===== src/bus_decode_pkg.sv =====
// Behaviour
// - Host bits 9:8: 00 runtime, 01 controller-only, 11 config, 10 DMA.
// - Host address bits 23:10 come from the device map, not raw I/O.
// - A host device is a 1KB frame of four 256-byte regions; 64 at most.
// - Runtime cycles use the lowest 256 bytes; config portal the top 256.
// - DMA FIFO offsets 200h-2FFh are unused; legacy DMA goes to the units.
// - Controller frames are flat 1KB windows, maybe eight 128-byte blocks.
// - Controller requests outside data memory and both bridges get an error.
// - In-range accesses to no assigned logical device get an error.
// - Accesses to unimplemented offsets in a present device get an error.
// - Peripheral bus: byte addressed, 16-bit space, 32-bit data, aligned.
// - Byte accesses are never merged; one master access is one transfer.
// - A peripheral transfer takes two cycles; an AHB access three in all.
// - Peripheral bus carries word address, four strobes, 64 one-hot selects.
// - Peripherals steer register bytes to lanes by the active strobes.
// - Host bridge decodes from FF_0000h, controller from F0_0000h; 64KB each.
// - Word registers are word aligned; byte and halfword accesses work too.
// - Read-only registers ignore writes; write-only registers read zero.
// - Clear-on-one bits clear on 1, hold on 0; a hardware set wins.
// - Set-on-one bits set on 1 and hold on 0.
// - Reserved fields read zero, ignore writes; software writes them as zero.
package bus_decode_pkg;

  localparam int FRAME_BYTES = 1024;
  localparam int REGION_BYTES = 256;
  localparam int MAX_LDN = 64;
  localparam int INST_BYTES = 128;
  localparam int INST_PER_FRAME = 8;
  localparam int PBUS_CYCLES = 2;

  localparam int PAGE_LSB = 16;
  localparam int LDN_MSB = 15;
  localparam int LDN_LSB = 10;
  localparam int RGN_MSB = 9;
  localparam int RGN_LSB = 8;
  localparam int INST_MSB = 9;
  localparam int INST_LSB = 7;
  localparam int WORD_MSB = 9;
  localparam int WORD_LSB = 2;

  localparam logic [1:0] RGN_RUNTIME = 2'h0;
  localparam logic [1:0] RGN_EC_ONLY = 2'h1;
  localparam logic [1:0] RGN_DMA = 2'h2;
  localparam logic [1:0] RGN_CONFIG = 2'h3;

  localparam logic [7:0] HOST_PERIPH_PAGE = 8'hFF;
  localparam logic [7:0] EC_PERIPH_PAGE = 8'hF0;
  localparam logic [7:0] A2A_PAGE_LO = 8'hFD;

  localparam logic [15:0] CFG_INDEX_PORT = 16'h002E;
  localparam logic [15:0] CFG_DATA_PORT = 16'h002F;
  localparam logic [9:0] DMA_FIFO_LO = 10'h200;
  localparam logic [9:0] DMA_FIFO_HI = 10'h2FF;
  localparam logic [5:0] LDN_PARALLEL = 6'h11;
  localparam logic [5:0] LDN_FLOPPY = 6'h0B;

  localparam logic [63:0] HOST_LD_DEFAULT = 64'h8000_0000_0002_9D83;
  localparam logic [63:0] EC_LD_DEFAULT = 64'h800F_0008_0F40_026A;

  localparam logic [1:0] HTRANS_IDLE = 2'h0;
  localparam logic [1:0] HRESP_OKAY = 2'h0;
  localparam logic [1:0] HRESP_ERROR = 2'h1;
  localparam logic [2:0] HSIZE_BYTE = 3'h0;
  localparam logic [2:0] HSIZE_HALF = 3'h1;
  localparam logic [2:0] HSIZE_WORD = 3'h2;
  localparam logic [3:0] STRB_BYTE0 = 4'h1;
  localparam logic [3:0] STRB_LOW_HALF = 4'h3;
  localparam logic [3:0] STRB_HIGH_HALF = 4'hC;
  localparam logic [3:0] STRB_WORD = 4'hF;

  typedef enum logic [1:0] {ACC_RUNTIME, ACC_CONFIG, ACC_DMA} host_access_t;

  typedef struct packed {
    logic [7:0] word_addr;
    logic [3:0] strb;
    logic write;
    logic [2:0] inst;
  } pbus_cmd_t;

endpackage : bus_decode_pkg


===== src/host_address_map.sv =====
`timescale 1ns/1ps
`default_nettype none
module host_address_map
  import bus_decode_pkg::*;
#(
  parameter logic [63:0] LD_PRESENT = HOST_LD_DEFAULT
)
(
  input wire logic ref_clk,
  input wire logic rst,
  input wire logic map_valid,
  input wire host_access_t map_kind,
  input wire logic [5:0] map_ldn,
  input wire logic [7:0] map_offset,
  output logic map_done,
  output logic map_hit,
  output logic map_direct,
  output logic [23:0] map_addr
);

  logic [1:0] rgn;

  always_comb
  begin
    unique case (map_kind)
      ACC_RUNTIME: rgn = RGN_RUNTIME;
      ACC_CONFIG: rgn = RGN_CONFIG;
      ACC_DMA: rgn = RGN_DMA;
      default: rgn = RGN_DMA;
    endcase
  end

  always_ff @(posedge ref_clk)
  begin
    if (rst)
    begin
      map_done <= 1'b0;
      map_hit <= 1'b0;
      map_direct <= 1'b0;
      map_addr <= '0;
    end
    else
    begin
      map_done <= map_valid;
      if (map_valid)
      begin
        // The DMA FIFO region is never claimed on this part.
        map_hit <= LD_PRESENT[map_ldn] && (map_kind != ACC_DMA);
        map_direct <= (map_kind == ACC_DMA) &&
                      ((map_ldn == LDN_PARALLEL) || (map_ldn == LDN_FLOPPY));
        map_addr <= {HOST_PERIPH_PAGE, map_ldn, rgn, map_offset};
      end
    end
  end

  a_region_code: assert property (@(posedge ref_clk) disable iff (rst)
    map_valid && map_kind == ACC_CONFIG |=> map_addr[9:8] == RGN_CONFIG)
    else $error("config access not placed in top region");

  a_frame_fill: assert property (@(posedge ref_clk) disable iff (rst)
    map_valid |=> map_addr[23:10] == {HOST_PERIPH_PAGE, $past(map_ldn)})
    else $error("frame bits not taken from device map");

  a_dma_unused: assert property (@(posedge ref_clk) disable iff (rst)
    map_valid && map_kind == ACC_DMA |=> map_done && !map_hit)
    else $error("dma fifo region claimed");

endmodule : host_address_map
`default_nettype wire


===== src/peripheral_bus_address_decode.sv =====
`timescale 1ns/1ps
`default_nettype none
module peripheral_bus_address_decode
  import bus_decode_pkg::*;
#(
  parameter logic [23:0] DCCM_LO = 24'h00_0000,
  parameter logic [23:0] DCCM_HI = 24'h00_3FFF,
  parameter logic [63:0] HOST_LD_PRESENT = HOST_LD_DEFAULT,
  parameter logic [63:0] EC_LD_PRESENT = EC_LD_DEFAULT
)
(
  input wire logic ref_clk,
  input wire logic rst,
  input wire logic hsel,
  input wire logic [23:0] haddr,
  input wire logic [1:0] htrans,
  input wire logic hwrite,
  input wire logic [2:0] hsize,
  input wire logic [31:0] hwdata,
  input wire logic hready,
  input wire logic hmaster_host,
  output logic hreadyout,
  output logic [1:0] hresp,
  output logic [31:0] hrdata,
  output logic dccm_sel,
  output logic a2a_sel,
  input wire logic map_valid,
  input wire host_access_t map_kind,
  input wire logic [5:0] map_ldn,
  input wire logic [7:0] map_offset,
  output logic map_done,
  output logic map_hit,
  output logic map_direct,
  output logic [23:0] map_addr,
  output pbus_cmd_t pbus_cmd,
  output logic [31:0] pbus_wdata,
  output logic [63:0] host_ld_sel,
  output logic [63:0] ec_ld_sel,
  output logic pbus_req,
  output logic pbus_commit,
  input wire logic [31:0] pbus_rdata,
  input wire logic pbus_err
);

  typedef enum logic [2:0] {ST_IDLE, ST_XFER, ST_DONE, ST_ERR1, ST_ERR2}
    state_t;

  state_t state_q;
  state_t state_d;

  logic acc_take;
  logic [7:0] page;
  logic [5:0] ldn;
  logic [1:0] rgn;
  logic size_bad;
  logic misaligned;
  logic hit_host;
  logic hit_ec;
  logic in_dccm;
  logic in_a2a;
  logic ld_ok;
  logic host_rgn_bad;
  logic go_bridge;
  logic go_err;
  logic [3:0] strb;
  logic write_q;
  logic err_q;
  pbus_cmd_t cmd_q;
  logic [31:0] wdata_q;
  logic [31:0] rdata_q;
  logic [63:0] host_sel_q;
  logic [63:0] ec_sel_q;

  function automatic logic [3:0] lane_strobe(input logic [2:0] size,
                                             input logic [1:0] low);
    logic [3:0] s;
    s = 4'h0;
    case (size)
      HSIZE_BYTE: s = STRB_BYTE0 << low;
      HSIZE_HALF: s = low[1] ? STRB_HIGH_HALF : STRB_LOW_HALF;
      HSIZE_WORD: s = STRB_WORD;
      default: s = 4'h0;
    endcase
    return s;
  endfunction : lane_strobe

  host_address_map #(
    .LD_PRESENT(HOST_LD_PRESENT)
  ) u_host_map (
    .ref_clk(ref_clk),
    .rst(rst),
    .map_valid(map_valid),
    .map_kind(map_kind),
    .map_ldn(map_ldn),
    .map_offset(map_offset),
    .map_done(map_done),
    .map_hit(map_hit),
    .map_direct(map_direct),
    .map_addr(map_addr)
  );

  always_comb
  begin
    acc_take = hsel && hready && (htrans[1] != HTRANS_IDLE[1]);
    page = haddr[23:PAGE_LSB];
    ldn = haddr[LDN_MSB:LDN_LSB];
    rgn = haddr[RGN_MSB:RGN_LSB];
    // Unaligned or oversized transfers are refused, not split.
    size_bad = (hsize > HSIZE_WORD);
    misaligned = size_bad ||
                 ((hsize == HSIZE_HALF) && haddr[0]) ||
                 ((hsize == HSIZE_WORD) && (haddr[1:0] != 2'h0));
    // The host can never reach the controller window.
    hit_host = hmaster_host && (page == HOST_PERIPH_PAGE);
    hit_ec = !hmaster_host && (page == EC_PERIPH_PAGE);
    in_dccm = !hmaster_host && (haddr >= DCCM_LO) && (haddr <= DCCM_HI);
    in_a2a = !hmaster_host && !in_dccm && (page >= A2A_PAGE_LO);
    ld_ok = hit_host ? HOST_LD_PRESENT[ldn] : EC_LD_PRESENT[ldn];
    // Controller-only and DMA FIFO regions have no host path.
    host_rgn_bad = hit_host && ((rgn == RGN_EC_ONLY) || (rgn == RGN_DMA));
    go_bridge = acc_take && (hit_host || hit_ec) && ld_ok &&
                !misaligned && !host_rgn_bad;
    go_err = acc_take && !in_dccm && !in_a2a && !go_bridge;
    strb = lane_strobe(hsize, haddr[1:0]);
  end

  assign dccm_sel = hsel && in_dccm;
  assign a2a_sel = hsel && in_a2a;

  always_comb
  begin
    state_d = state_q;
    unique case (state_q)
      ST_IDLE, ST_DONE, ST_ERR2:
      begin
        if (go_bridge)
          state_d = ST_XFER;
        else if (go_err)
          state_d = ST_ERR1;
        else
          state_d = ST_IDLE;
      end
      ST_XFER: state_d = ST_DONE;
      ST_ERR1: state_d = ST_ERR2;
    endcase
  end

  always_ff @(posedge ref_clk)
  begin
    if (rst)
      state_q <= ST_IDLE;
    else
      state_q <= state_d;
  end

  // Each accepted access loads exactly one command; nothing is merged.
  always_ff @(posedge ref_clk)
  begin
    if (rst)
    begin
      cmd_q <= '0;
      write_q <= 1'b0;
    end
    else if (go_bridge)
    begin
      cmd_q.word_addr <= haddr[WORD_MSB:WORD_LSB];
      cmd_q.strb <= strb;
      cmd_q.write <= hwrite;
      cmd_q.inst <= hit_ec ? haddr[INST_MSB:INST_LSB] : 3'h0;
      write_q <= hwrite;
    end
  end

  // Selects stand for the two peripheral cycles and drop afterwards.
  always_ff @(posedge ref_clk)
  begin
    if (rst)
    begin
      host_sel_q <= '0;
      ec_sel_q <= '0;
    end
    else if (go_bridge)
    begin
      host_sel_q <= hit_host ? (64'h1 << ldn) : '0;
      ec_sel_q <= hit_ec ? (64'h1 << ldn) : '0;
    end
    else if (state_q != ST_XFER)
    begin
      host_sel_q <= '0;
      ec_sel_q <= '0;
    end
  end

  // Write data arrives in the AHB data phase, one cycle after the address.
  always_ff @(posedge ref_clk)
  begin
    if (rst)
      wdata_q <= '0;
    else if (state_q == ST_XFER && write_q)
      wdata_q <= hwdata;
  end

  always_ff @(posedge ref_clk)
  begin
    if (rst)
    begin
      rdata_q <= '0;
      err_q <= 1'b0;
    end
    else if (state_q == ST_XFER)
    begin
      err_q <= pbus_err;
      rdata_q <= (!write_q && !pbus_err) ? pbus_rdata : '0;
    end
    else if (go_err)
    begin
      rdata_q <= '0;
    end
  end

  assign pbus_cmd = cmd_q;
  assign pbus_wdata = wdata_q;
  assign host_ld_sel = host_sel_q;
  assign ec_ld_sel = ec_sel_q;
  assign hrdata = rdata_q;
  assign pbus_req = (state_q == ST_XFER) || (state_q == ST_DONE);
  // A write commits only once the peripheral has accepted its offset.
  assign pbus_commit = (state_q == ST_DONE) && write_q && !err_q;

  always_comb
  begin
    hreadyout = 1'b1;
    hresp = HRESP_OKAY;
    unique case (state_q)
      ST_IDLE:
      begin
        hreadyout = 1'b1;
        hresp = HRESP_OKAY;
      end
      ST_XFER:
      begin
        hreadyout = 1'b0;
        hresp = pbus_err ? HRESP_ERROR : HRESP_OKAY;
      end
      ST_DONE:
      begin
        hreadyout = 1'b1;
        hresp = err_q ? HRESP_ERROR : HRESP_OKAY;
      end
      ST_ERR1:
      begin
        hreadyout = 1'b0;
        hresp = HRESP_ERROR;
      end
      ST_ERR2:
      begin
        hreadyout = 1'b1;
        hresp = HRESP_ERROR;
      end
    endcase
  end

  a_xfer_three_cycles: assert property (@(posedge ref_clk)
    disable iff (rst)
    go_bridge |=> !hreadyout ##1 hreadyout)
    else $error("bridge access not three cycles");

  a_req_two_cycles: assert property (@(posedge ref_clk)
    disable iff (rst)
    go_bridge |=> pbus_req [*2])
    else $error("peripheral transfer not two cycles");

  a_error_shape: assert property (@(posedge ref_clk) disable iff (rst)
    go_err |=> (hresp == HRESP_ERROR && !hreadyout)
           ##1 (hresp == HRESP_ERROR && hreadyout))
    else $error("error response not two cycles");

  a_err_no_commit: assert property (@(posedge ref_clk) disable iff (rst)
    hresp == HRESP_ERROR |-> !pbus_commit)
    else $error("write committed during error");

  a_sel_onehot: assert property (@(posedge ref_clk) disable iff (rst)
    $onehot0({host_ld_sel, ec_ld_sel}) && (pbus_req || !(|host_ld_sel)))
    else $error("device select not one-hot");

  a_one_commit: assert property (@(posedge ref_clk) disable iff (rst)
    pbus_commit |=> !pbus_commit)
    else $error("one access gave two commits");

  a_unmapped_ld: assert property (@(posedge ref_clk) disable iff (rst)
    acc_take && (hit_host || hit_ec) && !ld_ok |=>
      hresp == HRESP_ERROR && !hreadyout && !pbus_req)
    else $error("absent device not refused");

  a_ec_outside: assert property (@(posedge ref_clk) disable iff (rst)
    acc_take && !hmaster_host && !in_dccm && !in_a2a && !hit_ec |=>
      hresp == HRESP_ERROR && !hreadyout)
    else $error("controller request outside ranges not refused");

  a_bad_offset: assert property (@(posedge ref_clk) disable iff (rst)
    state_q == ST_XFER && pbus_err |=>
      hresp == HRESP_ERROR && hreadyout && !pbus_commit)
    else $error("invalid offset not refused");

  a_word_strobe: assert property (@(posedge ref_clk) disable iff (rst)
    go_bridge && hsize == HSIZE_WORD |=>
      pbus_cmd.strb == STRB_WORD && pbus_cmd.word_addr == $past(haddr[9:2]))
    else $error("word transfer strobes wrong");

endmodule : peripheral_bus_address_decode
`default_nettype wire


===== config.mk =====
export PLATFORM = sky130hd
export DESIGN_NAME = peripheral_bus_address_decode
export DESIGN_NICKNAME = d
export VERILOG_FILES = /design/src/bus_decode_pkg.sv /design/src/host_address_map.sv /design/src/peripheral_bus_address_decode.sv
export SDC_FILE = /design/constraint.sdc
export NUM_CORES = 1
export LEC_CHECK = 0
export ABC_CLOCK_PERIOD_IN_PS = 2700
export CAP_MARGIN = 20
export CORE_MARGIN = 5
export CORE_UTILIZATION = 33
export CTS_BUF_LIST = sky130_fd_sc_hd__clkbuf_16
export DETAILED_ROUTE_END_ITERATION = 8
export DONT_BUFFER_PORTS = 1
export PLACE_DENSITY = 0.55
export SLEW_MARGIN = 20
export SYNTH_ARGS = -nofsm -noshare
export SYNTH_HDL_FRONTEND = slang
export SYNTH_SLANG_ARGS = --single-unit

===== constraint.sdc =====
create_clock -name ref_clk -period 2.7 [get_ports ref_clk]
set_input_delay 0.81 -clock ref_clk [delete_from_list [all_inputs] [get_ports ref_clk]]
set_output_delay 0.81 -clock ref_clk [all_outputs]
set_load 0.02 [all_outputs]

==> flow_metrics.env, run 1 <==
export IMPL_hold_path_depth=1
export IMPL_n_antenna_cell=0
export IMPL_status="completed"
export IMPL_powerDensity_nw_per_um2=716
export IMPL_cp_end_kind="primary output"
export IMPL_clock_sinks=232
export IMPL_r2r_slack_ns=0.59
export IMPL_cts_buffers=25
export IMPL_rsz0062_at_grt="no"
export IMPL_critPathMaxFanout=2
export IMPL_ant_nets=0
export IMPL_io_pins=359
export IMPL_dieArea_um2=28300
export IMPL_ys_warn_count=0
export IMPL_irDropWorstVdd_uv=460
export IMPL_clock_latency_ns=0.52
export IMPL_r2r_end="hrdata[28]$_SDFFE_PP0P_"
export IMPL_highest_layer="met4"
export IMPL_drv_slew=0
export IMPL_synth_cells=841
export IMPL_max_cap_viol_count=0
export IMPL_dpl_cell_area_um2=8810
export IMPL_worst_r2r_cell_count=6
export IMPL_clockBufferDepth=3
export IMPL_worst_pin_slew_ns=0.865
export IMPL_met2_length_um=11400
export IMPL_grt_pass1_vias=5729
export IMPL_synth_top_area_cell="dfxtp_1"
export IMPL_max_freq_mhz=380
export IMPL_min_from="rst"
export IMPL_root_buffer="clkbuf_16"
export IMPL_finalCoreUtilization_pct=39.2
export IMPL_hold_viol_final=0
export IMPL_fin_crit_sh_pct=97.5
export IMPL_wl_met3_um=2310
export IMPL_hpwl_um=18000
export IMPL_via_per_inst=5.06
export IMPL_final_cell_area_um2=9600
export IMPL_drt_met1_wl_um=9970
export IMPL_first_pass_iters=5
export IMPL_synth_seq_cells=232
export IMPL_p_leak_nw=3.83
export IMPL_gr_total_overflow=0
export IMPL_relSlewSlack_pct=42.3
export IMPL_holdCritPathClass="input pin to flip-flop"
export IMPL_power_w=0.00687
export IMPL_synth_ff_type="dfxtp_1"
export IMPL_critPathLaunch="haddr[17]"
export IMPL_yosysSeqAreaShare_pct=56.3
export IMPL_area_growth_pct=16.3
export IMPL_drive_gt1_share_pct=11.7
export IMPL_antenna_found_initial=0
export IMPL_first_iter_violations=389
export IMPL_synth_top_area_share_pct=56.3
export IMPL_die_w_um=168
export IMPL_syn_area_um2=8250
export IMPL_ys_top_cells_by_area="dfxtp_1, and3_1, a22o_1"
export IMPL_fin_worst_skew_ns=0.0167
export IMPL_hold_end="pbus_cmd[1]$_SDFFE_PP0P_"
export IMPL_syn_num_nets=965
export IMPL_fin_setup_tns_ns=0
export IMPL_vias=6002
export IMPL_fp_row_count=57
export IMPL_avgRoutedWirePerCell_um=20.4
export IMPL_grt_pass1_wl_um=36300
export IMPL_period_minus_slack_ns=2.63
export IMPL_whs_ns=0.362
export IMPL_synthArstFlopShare_pct=0
export IMPL_io_buffers=0
export IMPL_avgSynthCellArea_um2=9.81
export IMPL_die_h_um=168
export IMPL_crit_arrival_ns=1.82
export IMPL_r2r_start="state_q[0]$_SDFF_PP0_"
export IMPL_start_kind="input pin"
export IMPL_drc_errors=0
export IMPL_start_util_pct=33.7
export IMPL_crit_type="input pin to primary output"
export IMPL_track_usage_pct=15.9
export IMPL_cts_tree="yes"
export IMPL_cts_clk_slew_worst_paths_ns=0.06
export IMPL_fp_coreArea_um2=24500
export IMPL_required_ns=1.89
export IMPL_htreeDepth=1
export IMPL_drt_total_wl_um=24200
export IMPL_grt_max_degree=104
export IMPL_gp_congestion=0.758
export IMPL_setup_viol=0
export IMPL_nets=971
export IMPL_ys_types=53
export IMPL_synth_edf_count=0
-- synth_stat cells (all sizes together) (2+ instances only) --
cell     number
a21boi        2
a22o         40
nand3b        5
buf          27
nand2        91
o2111ai       4
nand3        45
or3           5
o2bb2ai      15
clkbuf       44
nor2         47
ha            7
nor3b         2
o211ai        4
nand2b       11
nand4        11
nor2b        15
and3         75
dfxtp       232
nor3          6
nor4          2
or4           2
o21ai        43
and2          7
or2           2
a211oi        7
mux2i        25
a21oi        44
inv           6
a21o          3
and2b         2
-- cells by family after synthesis --
family,count (synthesis),share of synthesized area (%)
AND/OR/NAND/NOR,331,20.7
flip-flops,232,56.3
AO/OA/AOI/OAI,166,14.1
buffers and inverters,77,4.49
multiplexers,26,3.17
adder cells (fa/ha/maj),7,1.06
other,1,0.0454
XOR/XNOR,1,0.106
-- layout by cell type, fill, tap and decap left out, types with 7 or more instances in the layout --
| cell | count |
|---|---|
| a22o_1 | 40 |
| nand4_1 | 10 |
| nand2_1 | 91 |
| nor2b_1 | 14 |
| clkinv_1 | 8 |
| ha_1 | 7 |
| dfxtp_1 | 231 |
| clkbuf_16 | 25 |
| nand2b_1 | 11 |
| nand3_1 | 45 |
| and3_1 | 75 |
| buf_4 | 42 |
| o2bb2ai_1 | 15 |
| buf_12 | 8 |
| mux2i_1 | 25 |
| inv_1 | 10 |
| o21ai_0 | 42 |
| nor2_1 | 46 |
| a21oi_1 | 44 |
-- flip-flops by register name, summed over array words and instances (netlist names) --
signal	flops
hrdata	32
host_ld_sel	64
u_host_map.map_addr	17
u_host_map.map_done	1
u_host_map.map_direct	1
err_q	1
state_q	3
pbus_cmd	16
ec_ld_sel	64
u_host_map.map_hit	1
pbus_wdata	32
-- power breakdown --
group / total, W / switching (W) / internal [W]
clock: 0.00319 / 0.00133 / 0.00186
sequential: 0.00350 / 0.0000560 / 0.00345
combinational: 0.000180 / 0.0000993 / 0.0000807
total: 0.00687 / 0.00148 / 0.00539
-- per-stage QoR --
stage | std cells | setup WS [ns]
final | 1187 | 0.0685
after global routing | 1187 | 0.0239
after CTS | 1187 | 0.00235
after detailed placement | 1144 | -0.147
after global placement | 1144 | -0.0962
after floorplan | 841 | -0.0547
-- area by class of cell --
| cell class | instances | area [um2] |
|---|---|---|
| clock buffers | 25 | 626 |
| inverters | 6 | 22.5 |
| repair buffers | 50 | 475 |
| clock inverters | 18 | 135 |
| flip-flops and latches | 232 | 4650 |
| fillers | 2415 | 14900 |
| multi-input cells | 532 | 3290 |
| well taps | 324 | 405 |
-- routing by layer --
| metal | track usage, % | vias to the layer above |
|---|---|---|
| met4 | 4.23 | 0 |
| met1 | 20.2 | 2792 |
| li1 | - | 2955 |
| met3 | 5.72 | 35 |
| met5 | 0 | - |
| met2 | 25.7 | 220 |
-- worst max path at each step --
stage                     slack [ns]                          end  cells after the start
after global placement          -0.1   ec_ld_sel[49]$_SDFFE_PP0P_                      8
after floorplan                -0.05  host_ld_sel[1]$_SDFFE_PP0P_                      9
after detailed placement       -0.15   ec_ld_sel[62]$_SDFFE_PP0P_                      8
after CTS                      0.002                     dccm_sel                      4
after global routing            0.02                     dccm_sel                      4
final                           0.07                     dccm_sel                      4
-- worst max-delay path: stages --
cell and delay [ns]:
or2_1 0.23, or4_4 0.44, nor2_4 0.12, and2_4 0.21
-- repair_timing --
action | in CTS | in global routing
pin swaps | 1 | 0
gates resized for setup | 1 | 4
buffers inserted | 0 | 0
hold buffers | 0 | 0
setup endpoints to repair | 1 | 2
Power figures use the tool's default switching activity.
==> inputs of run 2 (changes only) <==
- CORE_AREA: unset -> 2 2 141 143
- CORE_MARGIN: 5 -> unset
- CORE_UTILIZATION: 33 -> unset
- DIE_AREA: unset -> 0 0 143 145
- PLACE_DENSITY: 0.55 -> 0.67
==> run 2 against run 1 <==
Effect of this change: non-clock buffer count down 16; die area down 27%; first-iteration DRC count down 15%; clock power down 8.8%; sequential share of layout area up 1.6 points; largest cell class unchanged; sequential cell count unchanged; highest routed layer unchanged.
==> flow_metrics.env, run 2 (same netlist as run 1, synthesis figures left out) <==
export IMPL_critPathMaxFanout=3
export IMPL_gr_total_overflow=0
export IMPL_track_usage_pct=19.6
export IMPL_cts_clk_slew_worst_paths_ns=0.06
export IMPL_hold_path_depth=1
export IMPL_area_growth_pct=12.6
export IMPL_drt_total_wl_um=21600
export IMPL_hold_viol_final=0
export IMPL_r2r_slack_ns=0.66
export IMPL_period_minus_slack_ns=2.64
export IMPL_grt_pass1_vias=5613
export IMPL_cts_buffers=24
export IMPL_crit_path_top_delay_cell="or4_4"
export IMPL_cp_end_kind="primary output"
export IMPL_clock_latency_ns=0.51
export IMPL_crit_type="input pin to primary output"
export IMPL_use_met2_pct=32.2
export IMPL_nets=954
export IMPL_fin_crit_sh_pct=97.8
export IMPL_start_util_pct=43.0
export IMPL_grt_pass1_wl_um=32500
export IMPL_r2r_start="state_q[0]$_SDFF_PP0_"
export IMPL_hold_end="pbus_cmd[9]$_SDFFE_PP0P_"
export IMPL_path_cells="or2_1 > or4_4 > nor2_4 > and2_4"
export IMPL_hpwl_um=15500
export IMPL_clockBufferDepth=3
export IMPL_max_cap_viol_count=0
export IMPL_worst_r2r_cell_count=6
export IMPL_die_w_um=143
export IMPL_relSlewSlack_pct=42.8
export IMPL_first_iter_violations=330
export IMPL_whs_ns=0.375
export IMPL_dp_cells=1069
export IMPL_layout_setup_ws_ns=0.0592
export IMPL_final_common_cell="dfxtp_1"
export IMPL_final_cells=1109
export IMPL_powerDensity_nw_per_um2=710
export IMPL_cts_tree="yes"
export IMPL_fin_worst_skew_ns=0.00645
export IMPL_met3_usage_pct=5.64
export IMPL_first_pass_iters=5
export IMPL_required_ns=1.89
export IMPL_p_comb_share_pct=2.7
export IMPL_io_buffers=0
export IMPL_ant_nets=0
export IMPL_grt_use_met1_pct=25.1
export IMPL_power_frac_seq_pct=53.1
export IMPL_drive_gt1_share_pct=9.72
export IMPL_nFillCells=1761
export IMPL_root_buffer="clkbuf_16"
export IMPL_rsz0062_at_grt="no"
export IMPL_fp_coreArea_um2=19200
export IMPL_dieArea_um2=20700
export IMPL_p_leak_nw=3.71
export IMPL_r2r_end="hrdata[0]$_SDFFE_PP0P_"
export IMPL_clock_sinks=232
export IMPL_p_clk_share_pct=44.2
export IMPL_die_h_um=145
export IMPL_dp_slack_ns=-0.223
export IMPL_gp_congestion=0.816
export IMPL_max_stage_delay_ns=0.47
export IMPL_via_per_inst=5.39
export IMPL_start_kind="input pin"
export IMPL_irDropWorstVdd_uv=482
export IMPL_p_sw_share_pct=21.5
export IMPL_htreeDepth=1
export IMPL_p_sw_w=0.00142
export IMPL_n_antenna_cell=0
export IMPL_worst_pin_slew_ns=0.858
export IMPL_busiest_layer="met2"
export IMPL_io_pins=359
export IMPL_drc_errors=0
export IMPL_critical_path_buf_inv_count=0
export IMPL_antenna_found_initial=0
export IMPL_setup_viol=0
export IMPL_vias=5978
export IMPL_fp_row_count=51
export IMPL_finalCoreUtilization_pct=48.4
export IMPL_drv_slew=0
export IMPL_intPower_w=0.00518
export IMPL_hold_buffers=0
export IMPL_layout_common_cells="dfxtp_1, nand2_1, and3_1"
export IMPL_max_freq_mhz=379
export IMPL_crit_arrival_ns=1.83
export IMPL_grt_max_degree=106
export IMPL_holdCritPathClass="input pin to flip-flop"
export IMPL_avgRoutedWirePerCell_um=19.5
export IMPL_path_delay_family="simple AND/OR/NAND/NOR gates"
export IMPL_status="completed"
export IMPL_power_w=0.00659
export IMPL_min_from="rst"
## run 2: through the flow
step	cell area [um2]	setup TNS [ns]
floorplan	8260	-0.221
global placement	8580	-17.20
detailed placement	8580	-25.17
CTS	9280	0
global route	9290	0
finish	9290	0
## run 2: power groups by stage
stage / clock network [W] / logic (W) / registers [W]
finish: 0.00291 / 0.000178 / 0.00350
CTS: 0.00299 / 0.000179 / 0.00350
global route: 0.00313 / 0.000196 / 0.00350
floorplan: 0 / 0.000180 / 0.00356
detailed placement: 0 / 0.000177 / 0.00358
global placement: 0 / 0.000174 / 0.00358
## run 2: layout make-up
class	count	area (um2)	share of cell area (%)
Tap cell	265	332	3.57
Inverter	6	22.5	0.242
Clock buffer	25	626	6.74
Timing Repair Buffer	34	318	3.42
Clock inverter	15	63.8	0.687
Multi-Input combinational cell	532	3280	35.3
Sequential cell	232	4650	50.0
## run 2: how the worst max path moves through the flow
stage	slack [ns]	start	to	cells past startpoint
global placement	-0.15	haddr[17]	ec_ld_sel[18]$_SDFFE_PP0P_	7
floorplan	-0.05	haddr[17]	host_ld_sel[1]$_SDFFE_PP0P_	9
CTS	0.02	haddr[17]	dccm_sel	4
detailed placement	-0.22	haddr[17]	ec_ld_sel[31]$_SDFFE_PP0P_	7
global route	0.02	haddr[17]	dccm_sel	4
finish	0.06	haddr[17]	dccm_sel	4
## run 2: what timing repair did
| action | 4_1_cts | 5_1_grt |
|---|---|---|
| setup endpoints to repair | 1 | 2 |
| pin swaps | 0 | 1 |
| gates resized for setup | 3 | 1 |
| buffers inserted | 0 | 0 |
## run 2: metal layers
metal	vias up	share of wire [%]	wire [um]
met5	-	0	0
met4	0	1.6	351
met3	29	8.9	1920
met2	260	47	10100
met1	2768	43	9180
li1	2921	-	-
